<file path="src/design/pcflow_pkg.sv">
// Constants, types and decode helpers shared by the program-flow block
package pcflow_pkg;

    // ****************************************
    // Widths
    // ****************************************
    localparam int PC_WIDTH = 13;
    localparam int DATA_WIDTH = 8;
    localparam int LATCH_WIDTH = 5;
    localparam int BRANCH_WIDTH = 11;
    localparam int MEM_ADDR_WIDTH = 9;
    localparam int STACK_DEPTH = 8;
    localparam int APB_ADDR_WIDTH = 12;

    // ****************************************
    // Field positions
    // ****************************************
    localparam int STATUS_BANK_BIT = 7;
    localparam int LATCH_FAR_HI = 4;
    localparam int LATCH_FAR_LO = 3;
    localparam logic [6:0] PORT_LOW_ADDR = 7'h00;

    // ****************************************
    // APB register offsets
    // ****************************************
    localparam logic [APB_ADDR_WIDTH-1:0] OFS_PC_LOW = 12'h000;
    localparam logic [APB_ADDR_WIDTH-1:0] OFS_HIGH_LATCH = 12'h004;
    localparam logic [APB_ADDR_WIDTH-1:0] OFS_POINTER = 12'h008;
    localparam logic [APB_ADDR_WIDTH-1:0] OFS_STATUS = 12'h00C;
    localparam logic [APB_ADDR_WIDTH-1:0] OFS_PC_FULL = 12'h010;

    // ****************************************
    // Reset values
    // ****************************************
    localparam logic [PC_WIDTH-1:0] PC_RESET = 13'h0000;
    localparam logic [LATCH_WIDTH-1:0] LATCH_RESET = 5'h00;
    localparam logic [DATA_WIDTH-1:0] POINTER_RESET = 8'h00;
    localparam logic BANK_RESET = 1'b0;
    localparam logic [PC_WIDTH-1:0] IRQ_VECTOR_DEFAULT = 13'h0004;

    // ****************************************
    // Register selection
    // ****************************************
    typedef enum logic [2:0] {
        SFR_NONE = 3'h0,
        SFR_PC_LOW = 3'h1,
        SFR_HIGH_LATCH = 3'h2,
        SFR_POINTER = 3'h3,
        SFR_STATUS = 3'h4,
        SFR_PC_FULL = 3'h5
    } sfr_sel_type;

    function automatic sfr_sel_type decode_offset(input logic [APB_ADDR_WIDTH-1:0] ofs);
        sfr_sel_type sel;
        sel = SFR_NONE;
        unique case (ofs)
            OFS_PC_LOW: sel = SFR_PC_LOW;
            OFS_HIGH_LATCH: sel = SFR_HIGH_LATCH;
            OFS_POINTER: sel = SFR_POINTER;
            OFS_STATUS: sel = SFR_STATUS;
            OFS_PC_FULL: sel = SFR_PC_FULL;
            default: sel = SFR_NONE;
        endcase
        return sel;
    endfunction

endpackage

</file>
<file path="src/design/return_stack.sv">
// Circular eight-entry hardware return stack
`timescale 1ns/1ns
module return_stack
    import pcflow_pkg::*;
#(
    parameter int DEPTH = STACK_DEPTH,
    parameter int WIDTH = PC_WIDTH
) (
    // Clock and reset
    input wire logic pclk,
    input wire logic presetn,
    // Stack operations
    input wire logic push,
    input wire logic pop,
    input wire logic [WIDTH-1:0] push_data,
    output logic [WIDTH-1:0] top_data
);
    localparam int PTR_WIDTH = $clog2(DEPTH);

    logic [WIDTH-1:0] entries [DEPTH];
    logic [PTR_WIDTH-1:0] stack_ptr;
    logic [PTR_WIDTH-1:0] below_ptr;

    // Pointer wraps freely; no overflow or underflow flag exists
    assign below_ptr = stack_ptr - 1'b1;
    assign top_data = entries[below_ptr];

    // ****************************************
    // Pointer
    // ****************************************
    always_ff @(posedge pclk or negedge presetn) begin
        if (!presetn) begin
            stack_ptr <= '0;
        end else if (push) begin
            stack_ptr <= stack_ptr + 1'b1;
        end else if (pop) begin
            stack_ptr <= below_ptr;
        end
    end

    // ****************************************
    // Storage, no reset so it maps to plain memory
    // ****************************************
    always_ff @(posedge pclk) begin
        if (push) begin
            entries[stack_ptr] <= push_data;
        end
    end

endmodule // return_stack

</file>
<file path="src/design/indirect_port.sv">
// Indirect data port: forms the 9-bit address and drives data memory
`timescale 1ns/1ns
module indirect_port
    import pcflow_pkg::*;
(
    // Clock and reset
    input wire logic pclk,
    input wire logic presetn,
    // Pointer state
    input wire logic [DATA_WIDTH-1:0] file_select_pointer,
    input wire logic bank_select_high_bit,
    // Core request
    input wire logic ind_valid,
    input wire logic ind_write,
    input wire logic [DATA_WIDTH-1:0] ind_wdata,
    output logic ind_done,
    output logic [DATA_WIDTH-1:0] ind_rdata,
    // Data memory
    output logic [MEM_ADDR_WIDTH-1:0] mem_addr,
    output logic mem_re,
    output logic mem_we,
    output logic [DATA_WIDTH-1:0] mem_wdata,
    input wire logic [DATA_WIDTH-1:0] mem_rdata
);
    logic [MEM_ADDR_WIDTH-1:0] eff_addr;
    logic self_hit;
    logic stage_valid;
    logic stage_self;

    assign eff_addr = {bank_select_high_bit, file_select_pointer};
    // The port is mapped in every bank, so only the low seven bits count
    assign self_hit = (eff_addr[6:0] == PORT_LOW_ADDR);

    // ****************************************
    // Memory strobe stage
    // ****************************************
    always_ff @(posedge pclk or negedge presetn) begin
        if (!presetn) begin
            mem_addr <= '0;
            mem_re <= 1'b0;
            mem_we <= 1'b0;
            mem_wdata <= '0;
            stage_valid <= 1'b0;
            stage_self <= 1'b0;
        end else begin
            mem_addr <= eff_addr;
            mem_re <= ind_valid & ~ind_write & ~self_hit;
            mem_we <= ind_valid & ind_write & ~self_hit;
            mem_wdata <= ind_wdata;
            stage_valid <= ind_valid;
            stage_self <= self_hit;
        end
    end

    // ****************************************
    // Answer stage
    // ****************************************
    always_ff @(posedge pclk or negedge presetn) begin
        if (!presetn) begin
            ind_done <= 1'b0;
            ind_rdata <= '0;
        end else begin
            ind_done <= stage_valid;
            ind_rdata <= (stage_valid && !stage_self && mem_re) ? mem_rdata : '0;
        end
    end

endmodule // indirect_port

</file>
<file path="src/design/program_flow.sv">
// Program counter, return stack and indirect addressing of the core
`timescale 1ns/1ns

// Notes on behaviour
// - 13-bit counter, low byte readable and writable
// - Upper bits never written directly; they load from latch, branch target, stack, vector or carry
// - Any reset clears whole program counter
// - Low byte write loads upper from latch[4:0]
// - Call or jump takes top bits from latch[4:3]
// - Eight 13-bit entries, pointer hidden from software
// - Call and interrupt vectoring push the counter
// - Return, literal return, interrupt return pop
// - Push and pop leave latch unchanged
// - Stack wraps, ninth push overwrites first
// - No overflow or underflow status
// - Indirect port accesses memory at pointer
// - Pointer at port itself reads zero
// - Pointer at port itself writes nothing
// - Address is bank bit above pointer
module program_flow
    import pcflow_pkg::*;
#(
    parameter logic [PC_WIDTH-1:0] IRQ_VECTOR = IRQ_VECTOR_DEFAULT
) (
    // Clock and reset
    input wire logic pclk,
    input wire logic presetn,
    // APB slave
    input wire logic psel,
    input wire logic penable,
    input wire logic pwrite,
    input wire logic [pcflow_pkg::APB_ADDR_WIDTH-1:0] paddr,
    input wire logic [31:0] pwdata,
    output logic [31:0] prdata,
    output logic pready,
    output logic pslverr,
    // Sequencing from the instruction decoder
    input wire logic pc_step,
    input wire logic do_call,
    input wire logic do_goto,
    input wire logic [pcflow_pkg::BRANCH_WIDTH-1:0] branch_target,
    input wire logic return_plain,
    input wire logic return_with_literal,
    input wire logic return_from_interrupt,
    input wire logic irq_vector,
    // Special register writes by instructions
    input wire logic sfr_write,
    input wire pcflow_pkg::sfr_sel_type sfr_sel,
    input wire logic [pcflow_pkg::DATA_WIDTH-1:0] sfr_wdata,
    // Indirect data port
    input wire logic ind_valid,
    input wire logic ind_write,
    input wire logic [pcflow_pkg::DATA_WIDTH-1:0] ind_wdata,
    output logic ind_done,
    output logic [pcflow_pkg::DATA_WIDTH-1:0] ind_rdata,
    // Data memory
    output logic [pcflow_pkg::MEM_ADDR_WIDTH-1:0] mem_addr,
    output logic mem_re,
    output logic mem_we,
    output logic [pcflow_pkg::DATA_WIDTH-1:0] mem_wdata,
    input wire logic [pcflow_pkg::DATA_WIDTH-1:0] mem_rdata,
    // Fetch address
    output logic [pcflow_pkg::PC_WIDTH-1:0] program_counter
);
    import pcflow_pkg::*;

    // ****************************************
    // Architectural state
    // ****************************************
    logic [LATCH_WIDTH-1:0] pc_high_latch;
    logic [DATA_WIDTH-1:0] file_select_pointer;
    logic bank_select_high_bit;

    // ****************************************
    // APB decode
    // ****************************************
    sfr_sel_type apb_sel;
    logic apb_access;
    logic apb_wr_fire;
    logic apb_mapped;
    logic [31:0] next_prdata;

    assign apb_sel = decode_offset(paddr);
    assign apb_access = psel & penable & pready;
    assign apb_wr_fire = apb_access & pwrite;
    assign apb_mapped = (apb_sel != SFR_NONE);

    // ****************************************
    // Merged register writes, decoder first
    // ****************************************
    logic wr_any;
    sfr_sel_type wr_sel;
    logic [DATA_WIDTH-1:0] wr_data;
    logic wr_pc_low;
    logic wr_latch;
    logic wr_pointer;
    logic wr_status;

    // A bus write in the same cycle as an instruction write is dropped;
    // the core owns these registers while it runs.
    assign wr_any = sfr_write | apb_wr_fire;
    assign wr_sel = sfr_write ? sfr_sel : apb_sel;
    assign wr_data = sfr_write ? sfr_wdata : pwdata[DATA_WIDTH-1:0];
    assign wr_pc_low = wr_any & (wr_sel == SFR_PC_LOW);
    assign wr_latch = wr_any & (wr_sel == SFR_HIGH_LATCH);
    assign wr_pointer = wr_any & (wr_sel == SFR_POINTER);
    assign wr_status = wr_any & (wr_sel == SFR_STATUS);

    // ****************************************
    // Stack control
    // ****************************************
    logic any_return;
    logic any_branch;
    logic stack_push;
    logic stack_pop;
    logic [PC_WIDTH-1:0] stack_top;

    assign any_return = return_plain | return_with_literal | return_from_interrupt;
    assign any_branch = do_call | do_goto;
    // Pushed value is the counter as it stands; the decoder advances it first
    assign stack_push = irq_vector | (do_call & ~irq_vector);
    assign stack_pop = any_return & ~irq_vector & ~any_branch;

    // ****************************************
    // Next program counter
    // ****************************************
    logic [PC_WIDTH-1:0] pc_from_branch;
    logic [PC_WIDTH-1:0] pc_from_low_write;
    logic [PC_WIDTH-1:0] pc_from_step;
    logic [PC_WIDTH-1:0] next_program_counter;

    assign pc_from_branch = {pc_high_latch[LATCH_FAR_HI:LATCH_FAR_LO], branch_target};
    assign pc_from_low_write = {pc_high_latch, wr_data};
    assign pc_from_step = program_counter + 1'b1;

    // Priority: vector, branch, return, low-byte write, step
    assign next_program_counter =
        irq_vector ? IRQ_VECTOR :
        any_branch ? pc_from_branch :
        stack_pop ? stack_top :
        wr_pc_low ? pc_from_low_write :
        pc_step ? pc_from_step :
        program_counter;

    // ****************************************
    // Program counter register
    // ****************************************
    always_ff @(posedge pclk or negedge presetn) begin
        if (!presetn) begin
            program_counter <= PC_RESET;
        end else begin
            program_counter <= next_program_counter;
        end
    end

    // ****************************************
    // High latch, pointer and bank bit
    // ****************************************
    // Stack traffic never touches the latch
    always_ff @(posedge pclk or negedge presetn) begin
        if (!presetn) begin
            pc_high_latch <= LATCH_RESET;
        end else if (wr_latch) begin
            pc_high_latch <= wr_data[LATCH_WIDTH-1:0];
        end
    end

    always_ff @(posedge pclk or negedge presetn) begin
        if (!presetn) begin
            file_select_pointer <= POINTER_RESET;
        end else if (wr_pointer) begin
            file_select_pointer <= wr_data;
        end
    end

    always_ff @(posedge pclk or negedge presetn) begin
        if (!presetn) begin
            bank_select_high_bit <= BANK_RESET;
        end else if (wr_status) begin
            bank_select_high_bit <= wr_data[STATUS_BANK_BIT];
        end
    end

    // ****************************************
    // APB read mux
    // ****************************************
    // Stack pointer and depth are deliberately absent from this map
    always_comb begin
        next_prdata = 32'h0000_0000;
        unique case (apb_sel)
            SFR_PC_LOW: next_prdata[DATA_WIDTH-1:0] = program_counter[DATA_WIDTH-1:0];
            SFR_HIGH_LATCH: next_prdata[LATCH_WIDTH-1:0] = pc_high_latch;
            SFR_POINTER: next_prdata[DATA_WIDTH-1:0] = file_select_pointer;
            SFR_STATUS: next_prdata[STATUS_BANK_BIT] = bank_select_high_bit;
            SFR_PC_FULL: next_prdata[PC_WIDTH-1:0] = program_counter;
            SFR_NONE: next_prdata = 32'h0000_0000;
        endcase
    end

    // ****************************************
    // APB answer, no wait states
    // ****************************************
    always_ff @(posedge pclk or negedge presetn) begin
        if (!presetn) begin
            pready <= 1'b0;
            pslverr <= 1'b0;
            prdata <= 32'h0000_0000;
        end else begin
            pready <= psel & ~penable;
            pslverr <= psel & ~penable & ~apb_mapped;
            prdata <= (psel & ~penable & ~pwrite) ? next_prdata : 32'h0000_0000;
        end
    end

    // ****************************************
    // Submodules
    // ****************************************
    return_stack #(
        .DEPTH(STACK_DEPTH),
        .WIDTH(PC_WIDTH)
    ) u_return_stack (
        .pclk(pclk),
        .presetn(presetn),
        .push(stack_push),
        .pop(stack_pop),
        .push_data(program_counter),
        .top_data(stack_top)
    );

    indirect_port u_indirect_port (
        .pclk(pclk),
        .presetn(presetn),
        .file_select_pointer(file_select_pointer),
        .bank_select_high_bit(bank_select_high_bit),
        .ind_valid(ind_valid),
        .ind_write(ind_write),
        .ind_wdata(ind_wdata),
        .ind_done(ind_done),
        .ind_rdata(ind_rdata),
        .mem_addr(mem_addr),
        .mem_re(mem_re),
        .mem_we(mem_we),
        .mem_wdata(mem_wdata),
        .mem_rdata(mem_rdata)
    );

endmodule // program_flow

</file>
<file path="config.mk">
export PLATFORM = sky130hd
export DESIGN_NAME = program_flow
export DESIGN_NICKNAME = d
export VERILOG_FILES = /design/src/design/pcflow_pkg.sv /design/src/design/return_stack.sv /design/src/design/indirect_port.sv /design/src/design/program_flow.sv
export SDC_FILE = /design/constraint.sdc
export NUM_CORES = 1
export LEC_CHECK = 0
export ABC_AREA = 0
export BUFFER_PORTS_ARGS = -buffer_cell sky130_fd_sc_hd__buf_2
export CAP_MARGIN = 20
export CORE_MARGIN = 2
export CORE_UTILIZATION = 45
export CTS_BUF_LIST = sky130_fd_sc_hd__clkbuf_8
export DETAILED_ROUTE_END_ITERATION = 7
export PLACE_DENSITY = 0.77
export SLEW_MARGIN = 20
export SYNTH_ARGS = -nofsm -noshare
export SYNTH_HDL_FRONTEND = slang
export SYNTH_SLANG_ARGS = --single-unit
export TNS_END_PERCENT = 20
</file>
<file path="constraint.sdc">
create_clock -name pclk -period 2.4 [get_ports pclk]
set_input_delay 0.12 -clock pclk [delete_from_list [all_inputs] [get_ports pclk]]
set_output_delay 0.12 -clock pclk [all_outputs]
set_load 0.03 [all_outputs]
</file>
==> metrics, run 1 <==
Layout Utilization 0.554; Chip Height roughly 140 um; CP Max Fanout 12; final setup vio count 0; CTS H-tree depth 4; Site Rows 48; vias in the first global route 5,573; top cell type by total area after synthesis edfxtp_1; register area share after synthesis 0.636; Setup crit start program_counter[0]$_DFFE_PN0P_; endpoint type of the worst setup path flip-flop; leakage 3.93 nW; Synth top cells by count edfxtp_1 (104), dfrtp_1 (75), nor2_1 (47); WL met2 9.69 mm; CTS tree built; type of origin of the critical path flip-flop; delay of the slowest critical-path stage ~600 ps; post-layout min period 2250 ps; cell family with most CP delay simple AND/OR/NAND/NOR gates; crit path max-delay cell type dfrtp_1; DIE AREA roughly 19,000 um^2; router iterations before antenna repair 8; RSZ-0062 raised after global routing false; routed wl met3 1.46 mm; flop2flop setup slack approximately 150 ps; register area between 5000 and 6000 um^2; Arr. time, crit path 2640 ps; top cell type's share of synthesized area 0.397; multi-input logic area ~2600 um^2; Least-Margin Pin Slew between 900 and 1000 ps; failing checks DRC; Ports 172; wire length per cell slightly below 20 um; CTS Buf Count 17; outcome complete, but fails checks; wire length of the first global-routing pass approximately 30 mm; Tightest Hold Check Type primary input to flip-flop; Worst VDD drop approximately 0.0007 V; Post-DP HPWL about 13 mm; tightest hold margin ~10 ps; pre-CTS setup slack slightly above 200 ps; gr ovfl total 0; Die W roughly 140 um; Top cell by count, worst path a31oi_1; clock tree buffer depth 2; initial antenna violation count 0; final hold violations 0; via-per-instance ratio 5.56; max layer used met4; worst-path cell chain ha_1 > nand3_1 > nor4_1 > xnor2_1 > a211oi_1 > a31oi_1 > a31oi_1; Initial Utilization 0.457; pin count of the biggest net entering global routing 76; Fill cells ~1,400; Worst Hold Depth 3; GP Congestion roughly 0.93; Syn Area/Cell between 10 and 15 um^2; final number of max-transition violations 0; crit path capture program_counter[12]$_DFFE_PN0P_; Clock transition at path regs around 90 ps; clk root buf clkbuf_8; Max transition margin 0.372; Gate Count Post-Synth about 540; Synth Flop Type edfxtp_1; vias post-DR about 5,400; Async SR Flop Fraction 0.419; Layout Skew around 7 ps; worst r2r path cells 7; Mapped Area just under 8000 um^2; CTS resizes 0; gr usage total 0.216; total power per unit cell area 984 nW/um^2; R2R Path Start program_counter[0]$_DFFE_PN0P_; CP Data Required Time roughly 2800 ps; worst path bufs/invs 0; Routed WL between 15 and 20 mm; Crit path depth 7; DRT antenna net count 0; Final Power 9.37 mW; Layout area overhead 21.2%; max_cap viols 0; Residual DRC 1; Worst-Skew Late Latency approximately 470 ps; reg2reg end program_counter[12]$_DFFE_PN0P_; Area contributors post-synth edfxtp_1 (40%), dfrtp_1 (24%), mux4_2 (7.5%); Sink Count 179; Yosys reg bits around 180; fin crit share 0.937; Core Region roughly 17,000 um^2; port bufs 128; max frequency between 0.4 and 0.5 GHz; 1st-iter DRT viols 690; ANT cells 0; layout cells sized above 1 0.359; Post-synth EDFFs roughly 100; Final nets 825; Yosys Warn Count 0; M1 WL between 7 and 8 mm; worst setup margin roughly 150 ps; Unique masters post-synth 62; critical path type flip-flop to flip-flop; count leader, synth edfxtp_1
cells by family after synthesis:
logic type | Yosys count | share of synthesized area
flip-flops | 179 | 0.636
multiplexers | 66 | 0.129
AND/OR/NAND/NOR | 138 | 0.0935
other | 1 | 0.000477
AO/OA/AOI/OAI | 81 | 0.0725
adder cells (fa/ha/maj) | 3 | 0.00478
buffers and inverters | 61 | 0.0473
XOR/XNOR | 15 | 0.0167
worst min-delay path by stage:
stage | start | end | slack [ps]
after CTS | sfr_wdata[2] | pc_high_latch[2]$_DFFE_PN0P_ | 4
after detailed placement | ind_wdata[5] | u_indirect_port.mem_wdata[5]$_DFF_PN0_ | 230
after global routing | pwdata[4] | pc_high_latch[4]$_DFFE_PN0P_ | 30
after floorplan | presetn | bank_select_high_bit$_DFFE_PN0P_ | -180
after global placement | ind_wdata[5] | u_indirect_port.mem_wdata[5]$_DFF_PN0_ | 230
final | pwdata[2] | pc_high_latch[2]$_DFFE_PN0P_ | 10
cells in the final DEF (no fill, tap or decap), types with 6 or more instances in the layout:
master         Yosys  final
a211oi_1           6      6
a21oi_1           19     19
a22oi_1            6      6
a31oi_1            9      9
and2_1            14     14
buf_2             18    127
buf_4             20     45
clkbuf_8           0     17
conb_1             1     19
dfrtp_1           75     74
dlygate4sd3_1      0     22
edfxtp_1         104    104
inv_1              9     12
mux2_2            18     18
mux2i_1           21     21
mux4_2            26     26
nand2_1           27     27
nor2_1            47     47
nor3_1             8      6
o21ai_0           17     17
xnor2_1           10     10
tightest hold or removal path, cell delays in order:
cell     delay (ps)
buf_2            80
mux2i_1          90
mux2i_1         140
layer usage:
layer  vias to the layer above  global-route usage
li1                       2353                   -
met1                      2688               0.274
met2                       280               0.364
met3                        32              0.0496
met4                         0              0.0770
met5                         -                   0
repair_timing:
action | in CTS | in global routing
hold buffers | 22 | 0
hold endpoints to repair | 97 | 0
setup endpoints to repair | 0 | 0
setup buffers | 0 | 0
through the flow:
| stage | std cells | setup TNS, ps | instance area (um^2) |
|---|---|---|---|
| global placement | 909 | 0 | 8900 |
| detailed placement | 909 | 0 | 8900 |
| global route | 963 | 0 | 9520 |
| floorplan | 562 | -12.2 | 7940 |
| CTS | 963 | 0 | 9520 |
| finish | 963 | 0 | 9520 |
sequential cells by signal, indices dropped and copies added (netlist names), 3 cells and up:
register and count:
u_return_stack.entries 104, prdata 13, program_counter 13, u_indirect_port.mem_addr 9, file_select_pointer 8, u_indirect_port.ind_rdata 8
u_indirect_port.mem_wdata 8, pc_high_latch 5, u_return_stack.stack_ptr 3
area by class of cell:
| cell class | instances | area share |
|---|---|---|
| Clock buffer | 17 | 0.0246 |
| Clock inverter | 15 | 0.0175 |
| Inverter | 9 | 0.00355 |
| Multi-Input combinational cell | 322 | 0.270 |
| Sequential cell | 179 | 0.525 |
| Tap cell | 225 | 0.0296 |
| Timing Repair Buffer | 196 | 0.130 |
power by group:
part           leakage (nW)  internal (mW)  switching (mW)
clock network         0.206           1.02            1.07
registers              1.92           3.86           0.261
logic                  1.81           1.48            1.68
total                  3.93           6.35            3.02
Note: power is estimated with default switching activity, not from simulation.
==> run 2, diff against run 1 <==
ABC_AREA = 1   (was 0)
==> run 2 against run 1 <==
The flow now finishes without violations. Critical path depth increased by 3. Worst hold slack gained 17 ps. Area after synthesis up 1.4%. Design area grew 1.7%. Clock power is 5% lower. First-iteration DRC count fell by 30%. Non-clock buffer count is 3 higher. Register-to-register slack is essentially flat. Critical path type unchanged. Critical endpoint is now program_counter[2]$_DFFE_PN0P_. Largest power group unchanged.
==> metrics, run 2 <==
CTS Buf Count 17; M2 GR Usage 0.374; pin count of the biggest net entering global routing 76; cell family with most CP delay flip-flops; Die W about 140 um; top cell type's share of synthesized area 0.392; CTS H-tree depth 4; Yosys reg bits 179; wire length per cell 16.4 um; DRT antenna net count 0; Unique masters post-synth 46; Least-Margin Pin Slew about 940 ps; most common cell after layout, fill and taps aside nand2_1; register area share after synthesis 0.628; TNS Setup 0 ps; gr ovfl total 0; Residual DRC 0; Top reg by flops u_return_stack.entries; CTS tree built; post-layout min period between 2000 and 2500 ps; Yosys Warn Count 0; Post-synth EDFFs 104; Chip Height between 100 and 150 um; number of flip-flops in the largest register about 100; Post-CTS Setup Bufs 0; Initial Utilization 0.461; gr usage total 0.220; Tightest Hold Check Type primary input to flip-flop; crit path max-delay cell type dfrtp_1; Syn Area/Cell 10.3 um^2; Post-DP HPWL 13.2 mm; type of origin of the critical path flip-flop; Worst-Skew Late Latency ~470 ps; 1st-iter DRT viols 484; Global Route met3 Usage 0.0496; total power per unit cell area ~960 nW/um^2; initial antenna violation count 0; worst path bufs/invs 3; Core Region between 15,000 and 20,000 um^2; Sink Count 179; router iterations before antenna repair 5; via-per-instance ratio between 5 and 6; delay of the slowest critical-path stage 420 ps; final setup vio count 0; Worst VDD drop approximately 0.00057 V; clk root buf clkbuf_8; DIE AREA 18,800 um^2; CP Data Required Time around 2800 ps; Ports between 150 and 200; clock tree buffer depth 2; tightest hold margin roughly 28 ps; endpoint type of the worst setup path flip-flop; Hold Path Sink pc_high_latch[3]$_DFFE_PN0P_; Top Usage Layer GRT met2; Routed WL between 15 and 20 mm; reg2reg end program_counter[2]$_DFFE_PN0P_; layout cells sized above 1 0.226; ANT cells 0; count leader, synth nand2_1; final number of max-transition violations 0; final hold violations 0; outcome complete, no violations; max_cap viols 0; leakage about 4.4 nW; critical path type flip-flop to flip-flop; Worst Hold Depth 3; Hold Path Origin sfr_wdata[3]; max frequency roughly 0.45 GHz; top cell type by total area after synthesis edfxtp_1; Arr. time, crit path approximately 2600 ps; vias post-DR around 6,300; R2R Path Start u_return_stack.stack_ptr[1]$_DFFE_PN0P_; met1 Use GR 0.281; flop2flop setup slack ~160 ps; Synth Flop Type edfxtp_1; Async SR Flop Fraction 0.419; Area contributors post-synth edfxtp_1 (39%), dfrtp_1 (24%), nand2_1 (8.3%); Synth top cells by count nand2_1 (176), edfxtp_1 (104), nor2_1 (78); Gate Count Post-Synth 771; Mapped Area between 7000 and 8000 um^2; worst r2r path cells 10; Final nets around 1,100; Fill cells around 1,400; CP Max Fanout 9; Site Rows 48; Max transition margin 0.370; Layout area overhead 21.5%; Top cell by count, worst path inv_1; Layout Skew approximately 14 ps; most frequent cells in the layout nand2_1 (176), buf_2 (127), edfxtp_1 (104); Regs by FF count u_return_stack.entries x104, prdata x13, program_counter x13; RSZ-0062 raised after global routing false; vias in the first global route between 6,000 and 7,000; fin crit share 0.932; port bufs about 130; Clock transition at path regs around 90 ps; wire length of the first global-routing pass around 31 mm; worst-path cell chain inv_1 > ha_1 > xor2_1 > inv_1 > nor2_4 > inv_1 > o21ai_0 > a31oi_1 > nand2_1 > a21oi_1; GP Congestion roughly 0.9
==> run 2: cell types whose count changed after synthesis, sizes merged, moves of 26 or more <==
cell,before,now
a21oi,19,54
inv,9,59
mux4,26,0
nand2,27,182
nand3,6,36
nor2,48,86
==> run 2: per-stage QoR <==
step                std cells   util  area (um^2)  power [mW]  setup slack (ps)
floorplan                 789      -         8040        6.22              11.2
global placement         1129  0.517         8940        7.19               264
detailed placement       1129  0.517         8940        7.27               223
CTS                      1198  0.560         9680        9.29               213
global route             1198  0.560         9680        9.78              12.6
finish                   1198  0.560         9680        9.26               163
==> run 2: where the power goes <==
part / leakage [nW] / internal [mW] / switching (mW)
clock network: 0.201 / 0.862 / 1.12
logic: 2.27 / 1.09 / 2.09
registers: 1.93 / 3.85 / 0.252
total: 4.40 / 5.80 / 3.46
==> run 2: metal layers <==
metal / vias to the layer above / part of all wire
met5: - / 0
met4: 0 / 0.014
met3: 24 / 0.066
met2: 230 / 0.51
met1: 3022 / 0.41
li1: 2977 / -
==> run 2: worst max path at each step <==
stage                                                        from                        endpoint  slack, ps  cells past startpoint
after floorplan           u_return_stack.stack_ptr[0]$_DFFE_PN0P_  program_counter[8]$_DFFE_PN0P_         10                     14
after global placement                                  paddr[11]  program_counter[2]$_DFFE_PN0P_        260                     13
after detailed placement                                paddr[11]  program_counter[1]$_DFFE_PN0P_        220                     14
after CTS                 u_return_stack.stack_ptr[1]$_DFFE_PN0P_  program_counter[2]$_DFFE_PN0P_        210                     10
after global routing      u_return_stack.stack_ptr[1]$_DFFE_PN0P_  program_counter[2]$_DFFE_PN0P_         10                     10
final                     u_return_stack.stack_ptr[1]$_DFFE_PN0P_  program_counter[2]$_DFFE_PN0P_        160                     10
==> run 2: cell families after synthesis <==
kind of cell / Yosys count / share of synthesized area
muxes: 6 / 0.00754
adders and majority gates: 3 / 0.00471
DFF: 179 / 0.628
AOI/OAI and AO/OA: 132 / 0.100
other: 1 / 0.000471
and+or+nand+nor: 332 / 0.184
xor gates and xnor gates: 12 / 0.0132
buffers and inverters: 106 / 0.0627
==> run 2: area by class of cell <==
class | count | area (um^2) | share of cell area
well taps | 225 | 282 | 0.0291
inverters | 59 | 221 | 0.0229
multi-input cells | 504 | 2540 | 0.262
flip-flops and latches | 179 | 5000 | 0.516
clock buffers | 18 | 248 | 0.0256
clock inverters | 14 | 129 | 0.0133
repair buffers | 199 | 1270 | 0.131
==> run 2: repair_timing <==
action	CTS	global route
gates resized for setup	0	1
hold endpoints to repair	112	0
setup endpoints to repair	0	1
hold buffers	37	0
==> run 2: worst reg2reg max path: cells and delay by family (launching register included) <==
| family | cells | cell delay [ps] |
|---|---|---|
| XOR/XNOR | 1 | 290 |
| adder cells (fa/ha/maj) | 1 | 190 |
| flip-flops | 1 | 420 |
| AND/OR/NAND/NOR | 2 | 420 |
| buffers and inverters | 3 | 410 |
| AO/OA/AOI/OAI | 3 | 420 |
==> run 3, diff against run 2 <==
CELL_PAD_IN_SITES_DETAIL_PLACEMENT = 1   (was default)
CELL_PAD_IN_SITES_GLOBAL_PLACEMENT = 1   (was default)
CORE_UTILIZATION = 39   (was 45)
PLACE_DENSITY = 0.84   (was 0.77)
==> run 3 against run 2 <==
Utilization shrank 7.7 points. Clock skew shrank 1.0 ps. Critical path depth is the same. Fmax shrank 4.1%. Cell count grew 3.5%. Combinational power grew 10%. Non-clock buffer count shrank 3. Largest cell class unchanged. Highest routed layer unchanged.
==> metrics, run 3 (same netlist as run 2, synthesis figures left out) <==
clk root buf clkbuf_8; max_cap viols 0; endpoint type of the worst setup path flip-flop; final number of max-transition violations 0; P_int between 5 and 6 mW; CP Max Fanout 13; critical path type flip-flop to flip-flop; Ports roughly 170; vias post-DR between 6,000 and 7,000; wire length of the first global-routing pass between 30 and 40 mm; clock network fraction of design power 0.212; CTS tree built; Max transition margin 0.358; clock tree buffer depth 2; gr ovfl total 0; number of flip-flops in the largest register about 100; Top reg by flops u_return_stack.entries; Regs by FF count u_return_stack.entries x104, prdata x13, program_counter x13; layout cells sized above 1 0.234; Residual DRC 0; initial antenna violation count 0; Sink Count ~180; flop2flop setup slack 70 ps; delay of the slowest critical-path stage between 400 and 500 ps; reg2reg end program_counter[7]$_DFFE_PN0P_; total power per unit cell area ~1000 nW/um^2; CP Data Required Time 2780 ps; fin crit share 0.972; GP Congestion about 0.83; post-layout min period roughly 2300 ps; Layout Skew ~13 ps; via-per-instance ratio between 5 and 6; CTS H-tree depth 4; max frequency between 0.4 and 0.5 GHz; DIE AREA between 20,000 and 25,000 um^2; Post-DP HPWL around 16 mm; Final nets approximately 1,100; Worst Hold Depth 5; Arr. time, crit path approximately 2700 ps; final hold violations 0; R2R Path Start u_return_stack.stack_ptr[1]$_DFFE_PN0P_; port bufs 128; cell family with most CP delay compound AO/OA/AOI/OAI gates; Clock transition at path regs about 100 ps; Gate power share 0.362; Layout area overhead 22.3%; Worst-Skew Late Latency approximately 480 ps; Core Region 20,200 um^2; Hold Path Origin psel; worst r2r path cells 10; P_sw about 3.8 mW; Least-Margin Pin Slew between 900 and 1000 ps; Tightest Hold Check Type primary input to flip-flop; DRT antenna net count 0; leakage about 4.4 nW; pin count of the biggest net entering global routing 76; wire length per cell about 20 um; Hold Path Sink pslverr$_DFF_PN0_; crit path max-delay cell type dfrtp_1; 1st-iter DRT viols approximately 520; Die W about 150 um; Worst VDD drop 0.000581 V; router iterations before antenna repair 5; Chip Height about 150 um; worst-path cell chain inv_1 > ha_1 > inv_1 > buf_4 > a21oi_1 > a22oi_1 > a221oi_1 > o21ai_1 > nand2_1 > nand2_1; most common cell after layout, fill and taps aside nand2_1; TNS Setup 0 ps; type of origin of the critical path flip-flop; Initial Utilization 0.395; CTS Buf Count 17; worst path bufs/invs 3; final setup vio count 0; ANT cells 0; outcome complete, no violations; most frequent cells in the layout nand2_1 (176), buf_2 (127), edfxtp_1 (104); Layout Utilization 0.483; gr usage total 0.234; Routed WL 24.8 mm; Site Rows between 50 and 60; Flop pwr share 0.425; switching share of power 0.391; vias in the first global route between 7,000 and 8,000
-- run 3: cell count changes in the layout (fill, tap and decap cells not counted), moves of 2 or more --
cell           change
a221oi_2           +4
dlygate4sd3_1      -7
clkinv_1           +2
a221oi_1           -4
clkinv_4           -4
clkinvlp_4         +3
clkinvlp_2         +2
inv_4              -2
buf_4              +3
-- run 3: power by group through the flow --
stage / Sequential (mW) / Clock [mW] / Combinational (mW)
global placement: 4.11 / 0 / 3.15
CTS: 4.10 / 2.05 / 3.41
global route: 4.15 / 2.18 / 3.82
detailed placement: 4.15 / 0 / 3.33
floorplan: 4.25 / 0 / 1.97
finish: 4.11 / 2.05 / 3.50
-- run 3: layout make-up --
cell class	instances	area [um^2]
fillers	2329	10400
flip-flops and latches	179	5000
multi-input cells	504	2570
repair buffers	196	1240
well taps	270	338
clock buffers	17	234
inverters	59	221
clock inverters	15	140
-- run 3: worst max path at each step --
stage                     slack (ps)                                    start                               to  cells after the start
after floorplan                   10  u_return_stack.stack_ptr[0]$_DFFE_PN0P_   program_counter[8]$_DFFE_PN0P_                     14
after global placement           290  u_return_stack.stack_ptr[1]$_DFFE_PN0P_   program_counter[5]$_DFFE_PN0P_                     10
after detailed placement         130  u_return_stack.stack_ptr[1]$_DFFE_PN0P_   program_counter[5]$_DFFE_PN0P_                     10
after CTS                         20  u_return_stack.stack_ptr[1]$_DFFE_PN0P_   program_counter[5]$_DFFE_PN0P_                     10
after global routing             -20  u_return_stack.stack_ptr[1]$_DFFE_PN0P_  program_counter[10]$_DFFE_PN0P_                     10
final                             70  u_return_stack.stack_ptr[1]$_DFFE_PN0P_   program_counter[7]$_DFFE_PN0P_                     10
-- run 3: routing by layer --
metal / up-vias / wire length, um / track usage
li1: 2960 / - / -
met1: 3311 / 9950 / 0.278
met2: 223 / 13000 / 0.417
met3: 57 / 1260 / 0.0525
met4: 0 / 604 / 0.0846
met5: - / 0 / 0
-- run 3: what timing repair did --
| item | CTS | global route |
|---|---|---|
| gates resized for setup | 0 | 5 |
| setup buffers | 0 | 0 |
| hold buffers | 30 | 0 |
| endpoints found under the hold margin | 104 | 0 |
| endpoints found under the setup margin | 0 | 5 |
-- run 3: worst min-delay path: cells and delay by family --
kind	cells	cell delay [ps]
buf+inv	3	230
simple gates	1	50
compound gates	1	70
-- run 3: per-stage QoR --
stage / area [um^2] / power, mW / hold slack [ps] / setup WS (ps) / std cells
5_1_grt: 9740 / 10.2 / 26.8 / -24.4 / 1240
4_1_cts: 9710 / 9.56 / 7.24 / 18.0 / 1240
3_5_place_dp: 9040 / 7.48 / 230 / 130 / 1178
6_report: 9740 / 9.66 / 28.4 / 67.8 / 1240
3_3_place_gp: 9040 / 7.26 / 229 / 293 / 1178
2_1_floorplan: 8040 / 6.22 / -176 / 11.2 / 789
